===== config.mk =====
export PLATFORM = sky130hd
export DESIGN_NAME = cvb_bit_logic
export DESIGN_NICKNAME = d
export VERILOG_FILES = /design/src/cvb_pkg.sv /design/src/cvb_bit_logic.sv
export SDC_FILE = /design/constraint.sdc
export NUM_CORES = 1
export LEC_CHECK = 0
export BUFFER_PORTS_ARGS = -buffer_cell sky130_fd_sc_hd__buf_2
export CAP_MARGIN = 40
export CORE_AREA = 2 2 39 41
export CTS_BUF_LIST = sky130_fd_sc_hd__clkbuf_8
export CTS_CLUSTER_SIZE = 40
export DETAILED_ROUTE_END_ITERATION = 10
export DIE_AREA = 0 0 41 43
export SYNTH_ARGS = -nofsm -noshare
export SYNTH_HDL_FRONTEND = slang
export SYNTH_SLANG_ARGS = --single-unit

===== constraint.sdc =====
create_clock -name core_clk -period 1.11 [get_ports core_clk]
set_input_delay 0.1665 -clock core_clk [delete_from_list [all_inputs] [get_ports core_clk]]
set_output_delay 0.1665 -clock core_clk [all_outputs]
set_load 0.005 [all_outputs]

===== src/cvb_pkg.sv =====
// Shared constants for the delta modulator bit logic
package cvb_pkg;

    // ---------------------------------------------------------------
    // History register lengths
    // ---------------------------------------------------------------
    localparam int HIST_LEN_SHORT = 3;
    localparam int HIST_LEN_LONG = 4;
    localparam int HIST_LEN_MAX = 8;

    // ---------------------------------------------------------------
    // Reset values
    // ---------------------------------------------------------------
    // Alternating one-zero idle pattern, newest bit in bit 0
    localparam logic [HIST_LEN_MAX-1:0] HIST_IDLE_PAT = 8'h55;
    // Coincidence output is active low, idle means released
    localparam logic COIN_RST = 1'h1;
    // Newest bit of the idle pattern drives the serial output
    localparam logic DOUT_RST = 1'h1;
    // Bit clock pin idles high between falling edges
    localparam logic BCLK_RST = 1'h1;

    // ---------------------------------------------------------------
    // Timing
    // ---------------------------------------------------------------
    localparam int CORE_CLK_PERIOD_NS = 5;

endpackage


===== src/cvb_bit_logic.sv =====
// Clocked bit core of a slope delta modulation encoder and decoder
//
// How it works
// Coincidence low when history all ones/zeros.
// History length parameter, three or four bits.
// History advances only on bit clock fall.
// Encode select high captures comparator decision.
// Encode select low captures serial data input.
// Exactly one bit per bit clock period.
// Serial data input inverts onto digital output.
// Output looped to input toggles idle pattern.
// Newest bit drives output and slope polarity.
// Encoder user may inject patterns via select.
// Decoder applies same history and coincidence.
// Digital output updates with history on fall.
// Output low when analog input above feedback.
// Init loads alternating pattern, coincidence released.
module cvb_bit_logic #(
    parameter int HIST_LEN = cvb_pkg::HIST_LEN_SHORT
) (
    input wire logic core_clk,
    input wire logic rst_b,
    input wire logic clk_en,
    input wire logic bit_clk,
    input wire logic enc_sel,
    input wire logic cmp_above,
    input wire logic ser_in,
    input wire logic hist_init,
    output logic dig_out_q,
    output logic slope_pol_q,
    output logic coin_b_q,
    output logic bit_stb_q,
    output logic [HIST_LEN-1:0] hist_q
);

    // ---------------------------------------------------------------
    // Local constants
    // ---------------------------------------------------------------
    // Idle pattern cut to the configured length
    localparam logic [HIST_LEN-1:0] HIST_RST = cvb_pkg::HIST_IDLE_PAT[HIST_LEN-1:0];

    // ---------------------------------------------------------------
    // Bit clock edge detection
    // ---------------------------------------------------------------
    logic bclk_prev_q;
    logic bclk_fall;
    logic new_bit;
    logic uniform_d;
    logic [HIST_LEN-1:0] hist_d;

    // Previous level of the bit clock pin
    always_ff @(posedge core_clk or negedge rst_b) begin
        if (!rst_b) begin
            bclk_prev_q <= cvb_pkg::BCLK_RST;
        end else if (clk_en) begin
            bclk_prev_q <= bit_clk;
        end
    end

    // One strobe per falling edge, so one bit per period
    assign bclk_fall = clk_en && bclk_prev_q && !bit_clk;

    // ---------------------------------------------------------------
    // Source select and sign bit
    // ---------------------------------------------------------------
    // Encode takes comparator, decode or signaling takes data pin
    always_comb begin
        if (enc_sel) begin
            new_bit = !cmp_above;
        end else begin
            new_bit = !ser_in;
        end
    end

    // ---------------------------------------------------------------
    // History shift register
    // ---------------------------------------------------------------
    // Newest bit in bit 0, older bits move up one place
    assign hist_d[0] = new_bit;
    for (genvar i = 1; i < HIST_LEN; i++) begin : g_shift
        assign hist_d[i] = hist_q[i-1];
    end

    // All ones or all zeros over the whole configured length
    assign uniform_d = (&hist_d) || !(|hist_d);

    // History only moves on a bit clock fall or an init
    always_ff @(posedge core_clk or negedge rst_b) begin
        if (!rst_b) begin
            hist_q <= HIST_RST;
        end else if (clk_en && hist_init) begin
            hist_q <= HIST_RST;
        end else if (bclk_fall) begin
            hist_q <= hist_d;
        end
    end

    // ---------------------------------------------------------------
    // Serial output and slope polarity
    // ---------------------------------------------------------------
    // Both follow the newest captured bit on the same edge
    always_ff @(posedge core_clk or negedge rst_b) begin
        if (!rst_b) begin
            dig_out_q <= cvb_pkg::DOUT_RST;
            slope_pol_q <= cvb_pkg::DOUT_RST;
        end else if (clk_en && hist_init) begin
            dig_out_q <= HIST_RST[0];
            slope_pol_q <= HIST_RST[0];
        end else if (bclk_fall) begin
            dig_out_q <= new_bit;
            slope_pol_q <= new_bit;
        end
    end

    // ---------------------------------------------------------------
    // Coincidence flag
    // ---------------------------------------------------------------
    // Tracks the history register, low while it is uniform
    always_ff @(posedge core_clk or negedge rst_b) begin
        if (!rst_b) begin
            coin_b_q <= cvb_pkg::COIN_RST;
        end else if (clk_en && hist_init) begin
            coin_b_q <= cvb_pkg::COIN_RST;
        end else if (bclk_fall) begin
            coin_b_q <= !uniform_d;
        end
    end

    // ---------------------------------------------------------------
    // Bit strobe
    // ---------------------------------------------------------------
    // One-cycle pulse marking each new bit
    always_ff @(posedge core_clk or negedge rst_b) begin
        if (!rst_b) begin
            bit_stb_q <= 1'h0;
        end else if (clk_en) begin
            bit_stb_q <= bclk_fall && !hist_init;
        end
    end

    // ---------------------------------------------------------------
    // Assertions
    // ---------------------------------------------------------------
    // Helper view of the current history state
    logic hist_uniform;
    assign hist_uniform = (&hist_q) || !(|hist_q);
endmodule


; ---- After elaboration in Yosys (flattened, before gate mapping)
; Index checks and enable logic that the tools add are counted.
[totals]
output_inout_bits = 7
wordCells = 26
regBits = 7
in_bits = 8
[classes]
reduce_logical = 14
mux = 7
[op_table]
columns = operator, count
row1 = 1-bit logical NOT, 6
row2 = 3-bit two-way mux, 2
row3 = 1-bit two-way mux, 5
row4 = 1-bit logical AND, 4
row5 = 3-bit AND reduction, 1
row6 = 3-bit OR reduction, 1
row7 = 2-bit nonzero test, 1
row8 = 1-bit logical OR, 1

; ---- Longest topological paths before layout
; Gate-level depths: netlist of the first run.
[logic_depth]
ltp_word = 8
ltp_mapped = 3
mapped_depth_nobuf = 3

; ---- Least setup slack after synthesis of the first run
; Ideal clock, no wire load.
[synth_path]
path_kind = reg2reg
from = reg bclk_prev_q
to = reg hist_q[0]
n_path_buf = 0
t_required_ps = 1028
stages_incl_launch_ff = 4
t_arrival_ps = 882
path_slack_ps = 146
setup_time_ps = 82
cell_sequence = dfstp_2 nor2b_1 o22ai_1 a22oi_1
[synth_between]
elab_chain_cells = 3
[synth_rtl]
columns = item, line_no
row1 = "start, declared", cvb_bit_logic.sv:45  ; logic bclk_prev_q;
row2 = "start signal, assigned", cvb_bit_logic.sv:54  ; bclk_prev_q <= cvb_pkg::BCLK_RST;
row3 = "start signal, assigned", cvb_bit_logic.sv:56  ; bclk_prev_q <= bit_clk;
row4 = 1-bit logical AND (2 in a row), cvb_bit_logic.sv:61  ; assign bclk_fall = clk_en && bclk_prev_q && !bit_clk;
row5 = 2-bit nonzero test (no line), --
row6 = "end signal, assigned", cvb_bit_logic.sv:94  ; hist_q <= hist_d;
row7 = "end, declared", cvb_bit_logic.sv:33  ; output logic [HIST_LEN-1:0] hist_q
; No other way between the ends.
; A chain may end at the register's enable or synchronous reset.

==> results of run 1 <==
## worst max-delay path by stage
stage / start / to / slack [ps]
floorplan: bclk_prev_q$_DFFE_PN1P_ / hist_q[0]$_DFFE_PN1P_ / 150
global placement: bclk_prev_q$_DFFE_PN1P_ / hist_q[0]$_DFFE_PN1P_ / 90
detailed placement: bclk_prev_q$_DFFE_PN1P_ / hist_q[0]$_DFFE_PN1P_ / 90
CTS: hist_q[0]$_DFFE_PN1P_ / dig_out_q / 20
global route: hist_q[0]$_DFFE_PN1P_ / hist_q[0] / -10
finish: hist_q[0]$_DFFE_PN1P_ / dig_out_q / 30
## cells in the mapped netlist
| cell | n |
|---|---|
| mux2i_1 | 1 |
| inv_1 | 3 |
| nor2b_1 | 1 |
| buf_4 | 2 |
| a2bb2oi_1 | 1 |
| nor2_1 | 2 |
| nor3_2 | 1 |
| dfrtp_1 | 2 |
| nand2b_1 | 1 |
| or2_1 | 1 |
| nand3b_1 | 1 |
| a21oi_1 | 1 |
| mux2i_2 | 1 |
| nand2_1 | 1 |
| a22oi_1 | 1 |
| mux2_2 | 1 |
| o22ai_1 | 2 |
| a21oi_2 | 1 |
| dfstp_2 | 4 |
| o2bb2ai_1 | 2 |
| a21o_1 | 1 |
## metal layers
layer  global-route usage  part of all wire  vias to the layer above
met5                    0                 0                        -
met2               0.1531              0.53                       11
met1              0.08497              0.38                      138
met3              0.06283             0.088                        0
li1                     -                 -                      144
met4              0.08000                 0                        0
## power groups by stage
| stage | Sequential, mW | Combinational, mW | Clock [mW] |
|---|---|---|---|
| 4_1_cts | 0.297 | 0.172 | 0.334 |
| 2_1_floorplan | 0.303 | 0.0947 | 0 |
| 6_report | 0.298 | 0.170 | 0.326 |
| 5_1_grt | 0.302 | 0.190 | 0.351 |
| 3_5_place_dp | 0.299 | 0.169 | 0 |
| 3_3_place_gp | 0.299 | 0.168 | 0 |
## registers in the layout, summed over array words and instances, names as in the netlist
register	count
hist_q	3
coin_b_q	1
bit_stb_q	1
bclk_prev_q	1
## cell type report
cell class / instances / share of cell area
sequential: 6 / 0.3333
multi-input combinational: 20 / 0.3226
timing repair buffer: 16 / 0.1882
clock buffer: 3 / 0.08871
tap: 16 / 0.04301
inverter: 3 / 0.02419
## what timing repair did
item	in CTS	in global routing
gates resized for setup	0	0
endpoints found under the hold margin	6	0
hold buffers	1	0
endpoints found under the setup margin	0	3
## kinds of logic (layout without fill, tap and decap cells)
kind of cell / after synthesis / count (layout)
flip-flops: 6 / 6
buffers and inverters: 5 / 22
AO/OA/AOI/OAI: 9 / 9
AND/OR/NAND/NOR: 8 / 8
multiplexers: 3 / 3
==> flow_summary.ini, run 1 <==
[placed_design]
placed_cells = 60
port_buffers = 14
pre_cts_ws_ps = 88.88
dpl.hpwl_um = 569.1
place_congestion = 0.7249
placed_area_um2 = 414.1

[global_routing]
antenna_found_initial = 0
grt_pass1_vias = 276
grt_max_degree = 8
overflow = 0
grtUsageTotal = 0.09990
grt_pass1_wl_mm = 1.069

[sta]
tightest_slew_ps = 211.7
max_freq_mhz = 924.4
rsz0062_at_grt = true
hold_violations = 0
slew_headroom = 0.8561
fin_setup_tns_ps = 0
setup_slack_ps = 28.24
skew_ps = 1.078
hold_slack_ps = 190.8
min_period_ps = 1082
final-setup-viol-count = 0
slew_violations = 0
fin_crit_sh = 0.9746

[synth]
synthTopCellsByArea = dfstp_2 (32%), dfrtp_1 (15%), o2bb2ai_1 (5.3%), buf_4 (4.5%), mux2i_2 (4.2%)
synth_seq_area_share = 0.4679
synth_top_family_by_area = compound AO/OA/AOI/OAI gates
synth_mux_area_frac = 0.1057
syn_avg_cell_area_um2 = 10.70
ys_ff_latch = 6
yosysWarnings = 0
synth_compound_area_frac = 0.2038
synthCells = 31
syn_nets = 39
synth_largest_area_cell = dfstp_2
synth-simple-area-share = 0.1434
synthesis.area_um2 = 331.6
synth_adder_area_share = 0
yosysTopAreaCellShare = 0.3170
synth_xor_xnor_area_share = 0
synth.distinct_cells = 21

[clock_network]
post-cts-setup-buffers = 0
clockRootBuffer = clkbuf_8
clk_pin_slew_ps = 40
clock_sinks = 6
htree_levels = 1
clk_latency_ps = 220
cts_tree = yes
clk_path_buf_depth = 2
cts_buffers = 3

[die]
rows = 14
die_y_um = 43
core_mm2 = 0.001384
start_util = 0.2396
die_w_um = 41
die-area_mm2 = 0.001763
io_pins = 15

[finish]
antenna_cells = 0
drive_gt1_frac = 0.5417
mostFrequentLayoutCells = buf_2 (14), dfstp_2 (4), inv_1 (3), clkbuf_8 (3)
fin_area_um2 = 465.4
seq_area_um2 = 155.1
fill_cells = 151
finish.net_count = 58
area_growth_pct = 40.38
final-instance-count-excl-fill = 64
final_common_cell = buf_2
multiInputGateArea_um2 = 150.1
utilization = 0.3363

[worst_setup_path]
path_cells = buf_2
r2r_cells = 3
crit_fanout = 7
slowest_stage = dfstp_2
path_delay_family = flip-flops
end_kind = output port
path_buf_inv = 1
worstSetupStartpointType = flip-flop
worstPathArrival_ps = 920
path_class = reg2out
r2r-start = bclk_prev_q$_DFFE_PN1P_
worst-r2r-setup-slack_ps = 90
required_ps = 940
r2r_end = hist_q[0]$_DFFE_PN1P_
worstSetupPathDepth = 1
cpPeakStageDelay_ps = 570

[routing]
vias = 293
drt-pass1-iter-count = 3
drc_errors = 0
post_drt_wl_per_cell_um = 11.36
routed_wirelength_um = 727
postRouteAntennaNets = 0
vias_per_cell = 4.578
drt_iter0_markers = 4

[power]
leakagePower_nw = 0.2257
clkPwrFrac = 0.411
vdd_drop_max_mv = 0.5783
power.total_mw = 0.7928
switchingPower_mw = 0.1990
power.share.sequential = 0.375
netSwitchingFraction = 0.2511
intPower_mw = 0.5938
power_density_mw_per_mm2 = 1703
p_comb_frac = 0.214

[run_status]
status = finished, final reports clean

[run]
drv_cap = 0

[worst_hold_path]
holdPathStages = 2
min_to = hist_q[1]$_DFFE_PN0P_
hold_path.class = in2reg
hp-start = hist_init
Power figures use the tool's default switching activity.
==> inputs of run 2 (changes only) <==
==> constraint.sdc (replaced) <==
create_clock -name core_clk -period 0.92 [get_ports core_clk]
set_input_delay 0.138 -clock core_clk [delete_from_list [all_inputs] [get_ports core_clk]]
set_output_delay 0.138 -clock core_clk [all_outputs]
set_load 0.005 [all_outputs]
==> run 2 against run 1 <==
The flow now finishes with violations (setup timing). Routed wire length grew 5.0%. Setup slack lost 190 ps. Clock skew grew 1.0 ps. Combinational power grew 100%. Cell area grew 20%. Final cell count grew 9.4%. Clock power grew 25%. Die area is the same. Critical endpoint unchanged. Largest power group unchanged. Highest routed layer is now met4.
==> flow_summary.ini, run 2 (synthesis gave the netlist of run 1 again) <==
[run_status]
status = complete, but fails checks
violations = setup timing

[routing]
vias_per_cell = 4.586
postRouteAntennaNets = 0
routed_wirelength_um = 763
drt_iter0_markers = 2
vias = 321
drc_errors = 0
post_drt_wl_per_cell_um = 10.90
drt-pass1-iter-count = 4

[finish]
fill_cells = 138
antenna_cells = 0
area_growth_pct = 67.92
drive_gt1_frac = 0.6296
mostFrequentLayoutCells = buf_2 (10), buf_6 (6), inv_1 (4), dfstp_2 (4), buf_4 (4)
largest-register = hist_q
fin_area_um2 = 556.8
largest_reg_flops = 3
final_common_cell = buf_2
finish.net_count = 63
final-instance-count-excl-fill = 70
utilization = 0.4024

[clock_network]
cts_buffers = 3
htree_levels = 1
clk_path_buf_depth = 2
clk_pin_slew_ps = 40
clockRootBuffer = clkbuf_8
cts_tree = yes
clock_sinks = 6
clk_latency_ps = 220

[global_routing]
use_met2 = 0.1844
grt_pass1_vias = 308
overflow = 0
met3_usage = 0.03665
busiest_layer = met2
met1_usage = 0.09539
antenna_found_initial = 0
grtUsageTotal = 0.1112
grt_pass1_wl_mm = 1.248
grt_max_degree = 7

[sta]
max_freq_mhz = 928.7
skew_ps = 2.108
slew_violations = 0
setup_slack_ps = -156.8
tightest_slew_ps = 270.5
fin_crit_sh = 1.170
rsz0062_at_grt = true
fin_setup_tns_ps = -1093
min_period_ps = 1077
final-setup-viol-count = 11
slew_headroom = 0.8161
hold_violations = 0

[power]
leakagePower_nw = 0.2714
vdd_drop_max_mv = 1.147
power_density_mw_per_mm2 = 1963
power.total_mw = 1.093

[placed_design]
placed_area_um2 = 424.2
dpl.hpwl_um = 615.2
port_buffers = 14
place_congestion = 0.6521
placed_cells = 61

[worst_setup_path]
crit_fanout = 3
end_kind = output port
required_ps = 780
worstPathArrival_ps = 940
worstSetupStartpointType = flip-flop
path_class = reg2out
worst-r2r-setup-slack_ps = -120

[run]
drv_cap = 0

[die]
die_w_um = 41
die_y_um = 43
io_pins = 15
die-area_mm2 = 0.001763
rows = 14
start_util = 0.2396
core_mm2 = 0.001384

[worst_hold_path]
hold_path.class = in2reg
## run 2: layout make-up
| class | instances | area, um^2 | area share |
|---|---|---|---|
| multi-input cells | 20 | 167.7 | 0.3011 |
| repair buffers | 21 | 157.7 | 0.2831 |
| flip-flops and latches | 6 | 155.1 | 0.2787 |
| clock buffers | 3 | 41.29 | 0.07416 |
| well taps | 16 | 20.02 | 0.03596 |
| inverters | 3 | 11.26 | 0.02022 |
| clock inverters | 1 | 3.754 | 0.006742 |
## run 2: routing by layer
| metal | vias to the layer above | wire length (um) |
|---|---|---|
| met2 | 14 | 406 |
| met5 | - | 0 |
| li1 | 155 | - |
| met1 | 148 | 262 |
| met4 | 0 | 30 |
| met3 | 4 | 64 |
## run 2: critical path: stages (launching register included)
cell and delay, ps:
dfstp_2 530, buf_6 100, buf_6 80
## run 2: final timing paths
path                                         start                     to  depth (start not counted)
max                          hist_q[0]$_DFFE_PN1P_              dig_out_q                          2
max in group asynchronous                    rst_b  hist_q[2]$_DFFE_PN1P_                          2
min                                      hist_init  hist_q[1]$_DFFE_PN0P_                          2
min reg2reg                  bit_stb_q$_DFFE_PN0P_  bit_stb_q$_DFFE_PN0P_                          1
max reg2reg                bclk_prev_q$_DFFE_PN1P_  hist_q[1]$_DFFE_PN0P_                          3
min in group asynchronous                    rst_b  hist_q[1]$_DFFE_PN0P_                          2
## run 2: where the power goes
part	internal, mW	switching, mW	leakage, nW
Sequential	0.323	0.0213	0.0687
Clock	0.287	0.121	0.0269
Combinational	0.210	0.130	0.176
Total	0.820	0.273	0.271
## run 2: timing repair
action | CTS | global route
pin swaps | 4 | 0
resized for setup | 7 | 2
hold endpoints to repair | 6 | 0
buffers inserted | 4 | 0
hold buffers | 1 | 0
setup endpoints to repair | 11 | 11
## run 2: through the flow
step,hold WS (ps),worst slack (ps)
finish,148.6,-156.8
global route,162.2,-178.9
CTS,142.7,-159.3
detailed placement,-33.70,-101.8
global placement,-32.73,-78.05
floorplan,-157.6,-26.63
==> inputs of run 3 (changes only) <==
--- a/config.mk
+++ b/config.mk
@@ -7,11 +7,14 @@
 export LEC_CHECK = 0
 export BUFFER_PORTS_ARGS = -buffer_cell sky130_fd_sc_hd__buf_2
 export CAP_MARGIN = 40
+export CELL_PAD_IN_SITES_DETAIL_PLACEMENT = 1
+export CELL_PAD_IN_SITES_GLOBAL_PLACEMENT = 1
 export CORE_AREA = 2 2 39 41
 export CTS_BUF_LIST = sky130_fd_sc_hd__clkbuf_8
 export CTS_CLUSTER_SIZE = 40
 export DETAILED_ROUTE_END_ITERATION = 10
 export DIE_AREA = 0 0 41 43
+export PLACE_DENSITY_LB_ADDON = 0.1
 export SYNTH_ARGS = -nofsm -noshare
 export SYNTH_HDL_FRONTEND = slang
 export SYNTH_SLANG_ARGS = --single-unit
==> constraint.sdc (replaced) <==
create_clock -name core_clk -period 1.3 [get_ports core_clk]
set_input_delay 0.065 -clock core_clk [delete_from_list [all_inputs] [get_ports core_clk]]
set_output_delay 0.065 -clock core_clk [all_outputs]
set_load 0.005 [all_outputs]
==> run 3 against run 2 <==
Routed wire length did not move. Final cell count shrank 10%. The run now ends clean. Total power shrank 38%. Critical path depth rose by 1. Critical endpoint is now hist_q[0]$_DFFE_PN1P_. Cell area down 18%. Register-to-register slack gained 350 ps. Hold slack worse by 60 ps.
==> flow_summary.ini, run 3 (synthesis gave the netlist of run 1 again) <==
[placed_design]
dpl.hpwl_um = 608.7
placed_cells = 59
place_congestion = 0.8172
port_buffers = 14
placed_area_um2 = 406.6

[finish]
largest_reg_flops = 3
final-instance-count-excl-fill = 63
fin_area_um2 = 457.9
final_common_cell = buf_2
antenna_cells = 0
mostFrequentLayoutCells = buf_2 (14), dfstp_2 (4), inv_1 (3), clkbuf_8 (3)
area_growth_pct = 38.11
largest-register = hist_q
utilization = 0.3309
drive_gt1_frac = 0.5319
finish.net_count = 57

[run_status]
status = finished, final reports clean

[sta]
fin_setup_tns_ps = 0
tightest_slew_ps = 206.8
rsz0062_at_grt = false
fin_crit_sh = 0.8228
slew_headroom = 0.8594
hold_slack_ps = 88.79
skew_ps = 4.074
final-setup-viol-count = 0
max_freq_mhz = 934.8
min_period_ps = 1070
slew_violations = 0
hold_violations = 0

[routing]
post_drt_wl_per_cell_um = 12.11
routed_wirelength_um = 763
drc_errors = 0
drt_iter0_markers = 5
vias_per_cell = 4.635
vias = 292
drt-pass1-iter-count = 2
postRouteAntennaNets = 0

[worst_hold_path]
hold_path.class = in2reg

[power]
leakagePower_nw = 0.2206
power_density_mw_per_mm2 = 1468
vdd_drop_max_mv = 0.5478

[die]
io_pins = 15
core_mm2 = 0.001384
die-area_mm2 = 0.001763
die_y_um = 43
die_w_um = 41
start_util = 0.2396
rows = 14

[worst_setup_path]
cpPeakStageDelay_ps = 530
end_kind = flip-flop
path_delay_family = flip-flops
worstPathArrival_ps = 1210
path_cells = nor2b_1 > o22ai_1 > a22oi_1
slowest_stage = dfstp_2
worstSetupStartpointType = flip-flop
required_ps = 1440
path_buf_inv = 0
crit_fanout = 4
path_class = reg2reg

[global_routing]
grt_pass1_wl_mm = 1.248
overflow = 0
grt_pass1_vias = 283
antenna_found_initial = 0
grtUsageTotal = 0.1091
grt_max_degree = 8

[clock_network]
cts_tree = yes
cts_resized = 0
htree_levels = 1
clockRootBuffer = clkbuf_8
clock_sinks = 6
cts_buffers = 3
clk_latency_ps = 230
clk_pin_slew_ps = 40
clk_path_buf_depth = 2

[run]
drv_cap = 0
==> run 3: area by class of cell <==
type,instances,area [um^2]
fillers,174,925.9
flip-flops and latches,6,155.1
multi-input cells,20,150.1
repair buffers,15,80.08
clock buffers,3,41.29
well taps,16,20.02
inverters,3,11.26
==> run 3: power breakdown <==
| part | switching, mW | total (mW) | internal (mW) |
|---|---|---|---|
| clock network | 0.0838 | 0.283 | 0.199 |
| registers | 0.0276 | 0.257 | 0.230 |
| logic | 0.0606 | 0.132 | 0.0714 |
| total | 0.172 | 0.672 | 0.500 |
==> run 3: worst paths after layout <==
kind	endpoint	cells past startpoint	startpoint	slack (ps)
max in group asynchronous	hist_q[0]$_DFFE_PN1P_	2	rst_b	870
min in group asynchronous	bit_stb_q$_DFFE_PN0P_	2	rst_b	200
worst min-delay path	hist_q[1]$_DFFE_PN0P_	2	hist_init	90
worst min register to register	bit_stb_q$_DFFE_PN0P_	1	bit_stb_q$_DFFE_PN0P_	480
worst max register to register	hist_q[0]$_DFFE_PN1P_	3	bclk_prev_q$_DFFE_PN1P_	230
worst max-delay path	hist_q[0]$_DFFE_PN1P_	3	bclk_prev_q$_DFFE_PN1P_	230
==> run 3: what timing repair did <==
action | CTS | global route
buffers inserted | 0 | 0
hold buffers | 1 | 0
hold endpoints to repair | 6 | 0
==> run 3: stage by stage <==
stage / worst slack, ps / total power [mW]
floorplan: 335.6 / 0.3392
global placement: 247.9 / 0.3911
detailed placement: 257.3 / 0.3923
CTS: 226.7 / 0.6836
global route: 139.0 / 0.7211
finish: 230.3 / 0.6722
==> run 3: routing by layer <==
layer  track usage  vias up  share of wire
li1              -      143              -
met5             0        -              0
met3       0.03141        2          0.066
met1        0.1443      134           0.45
met4       0.08000        0          0.020
met2        0.1438       13           0.47
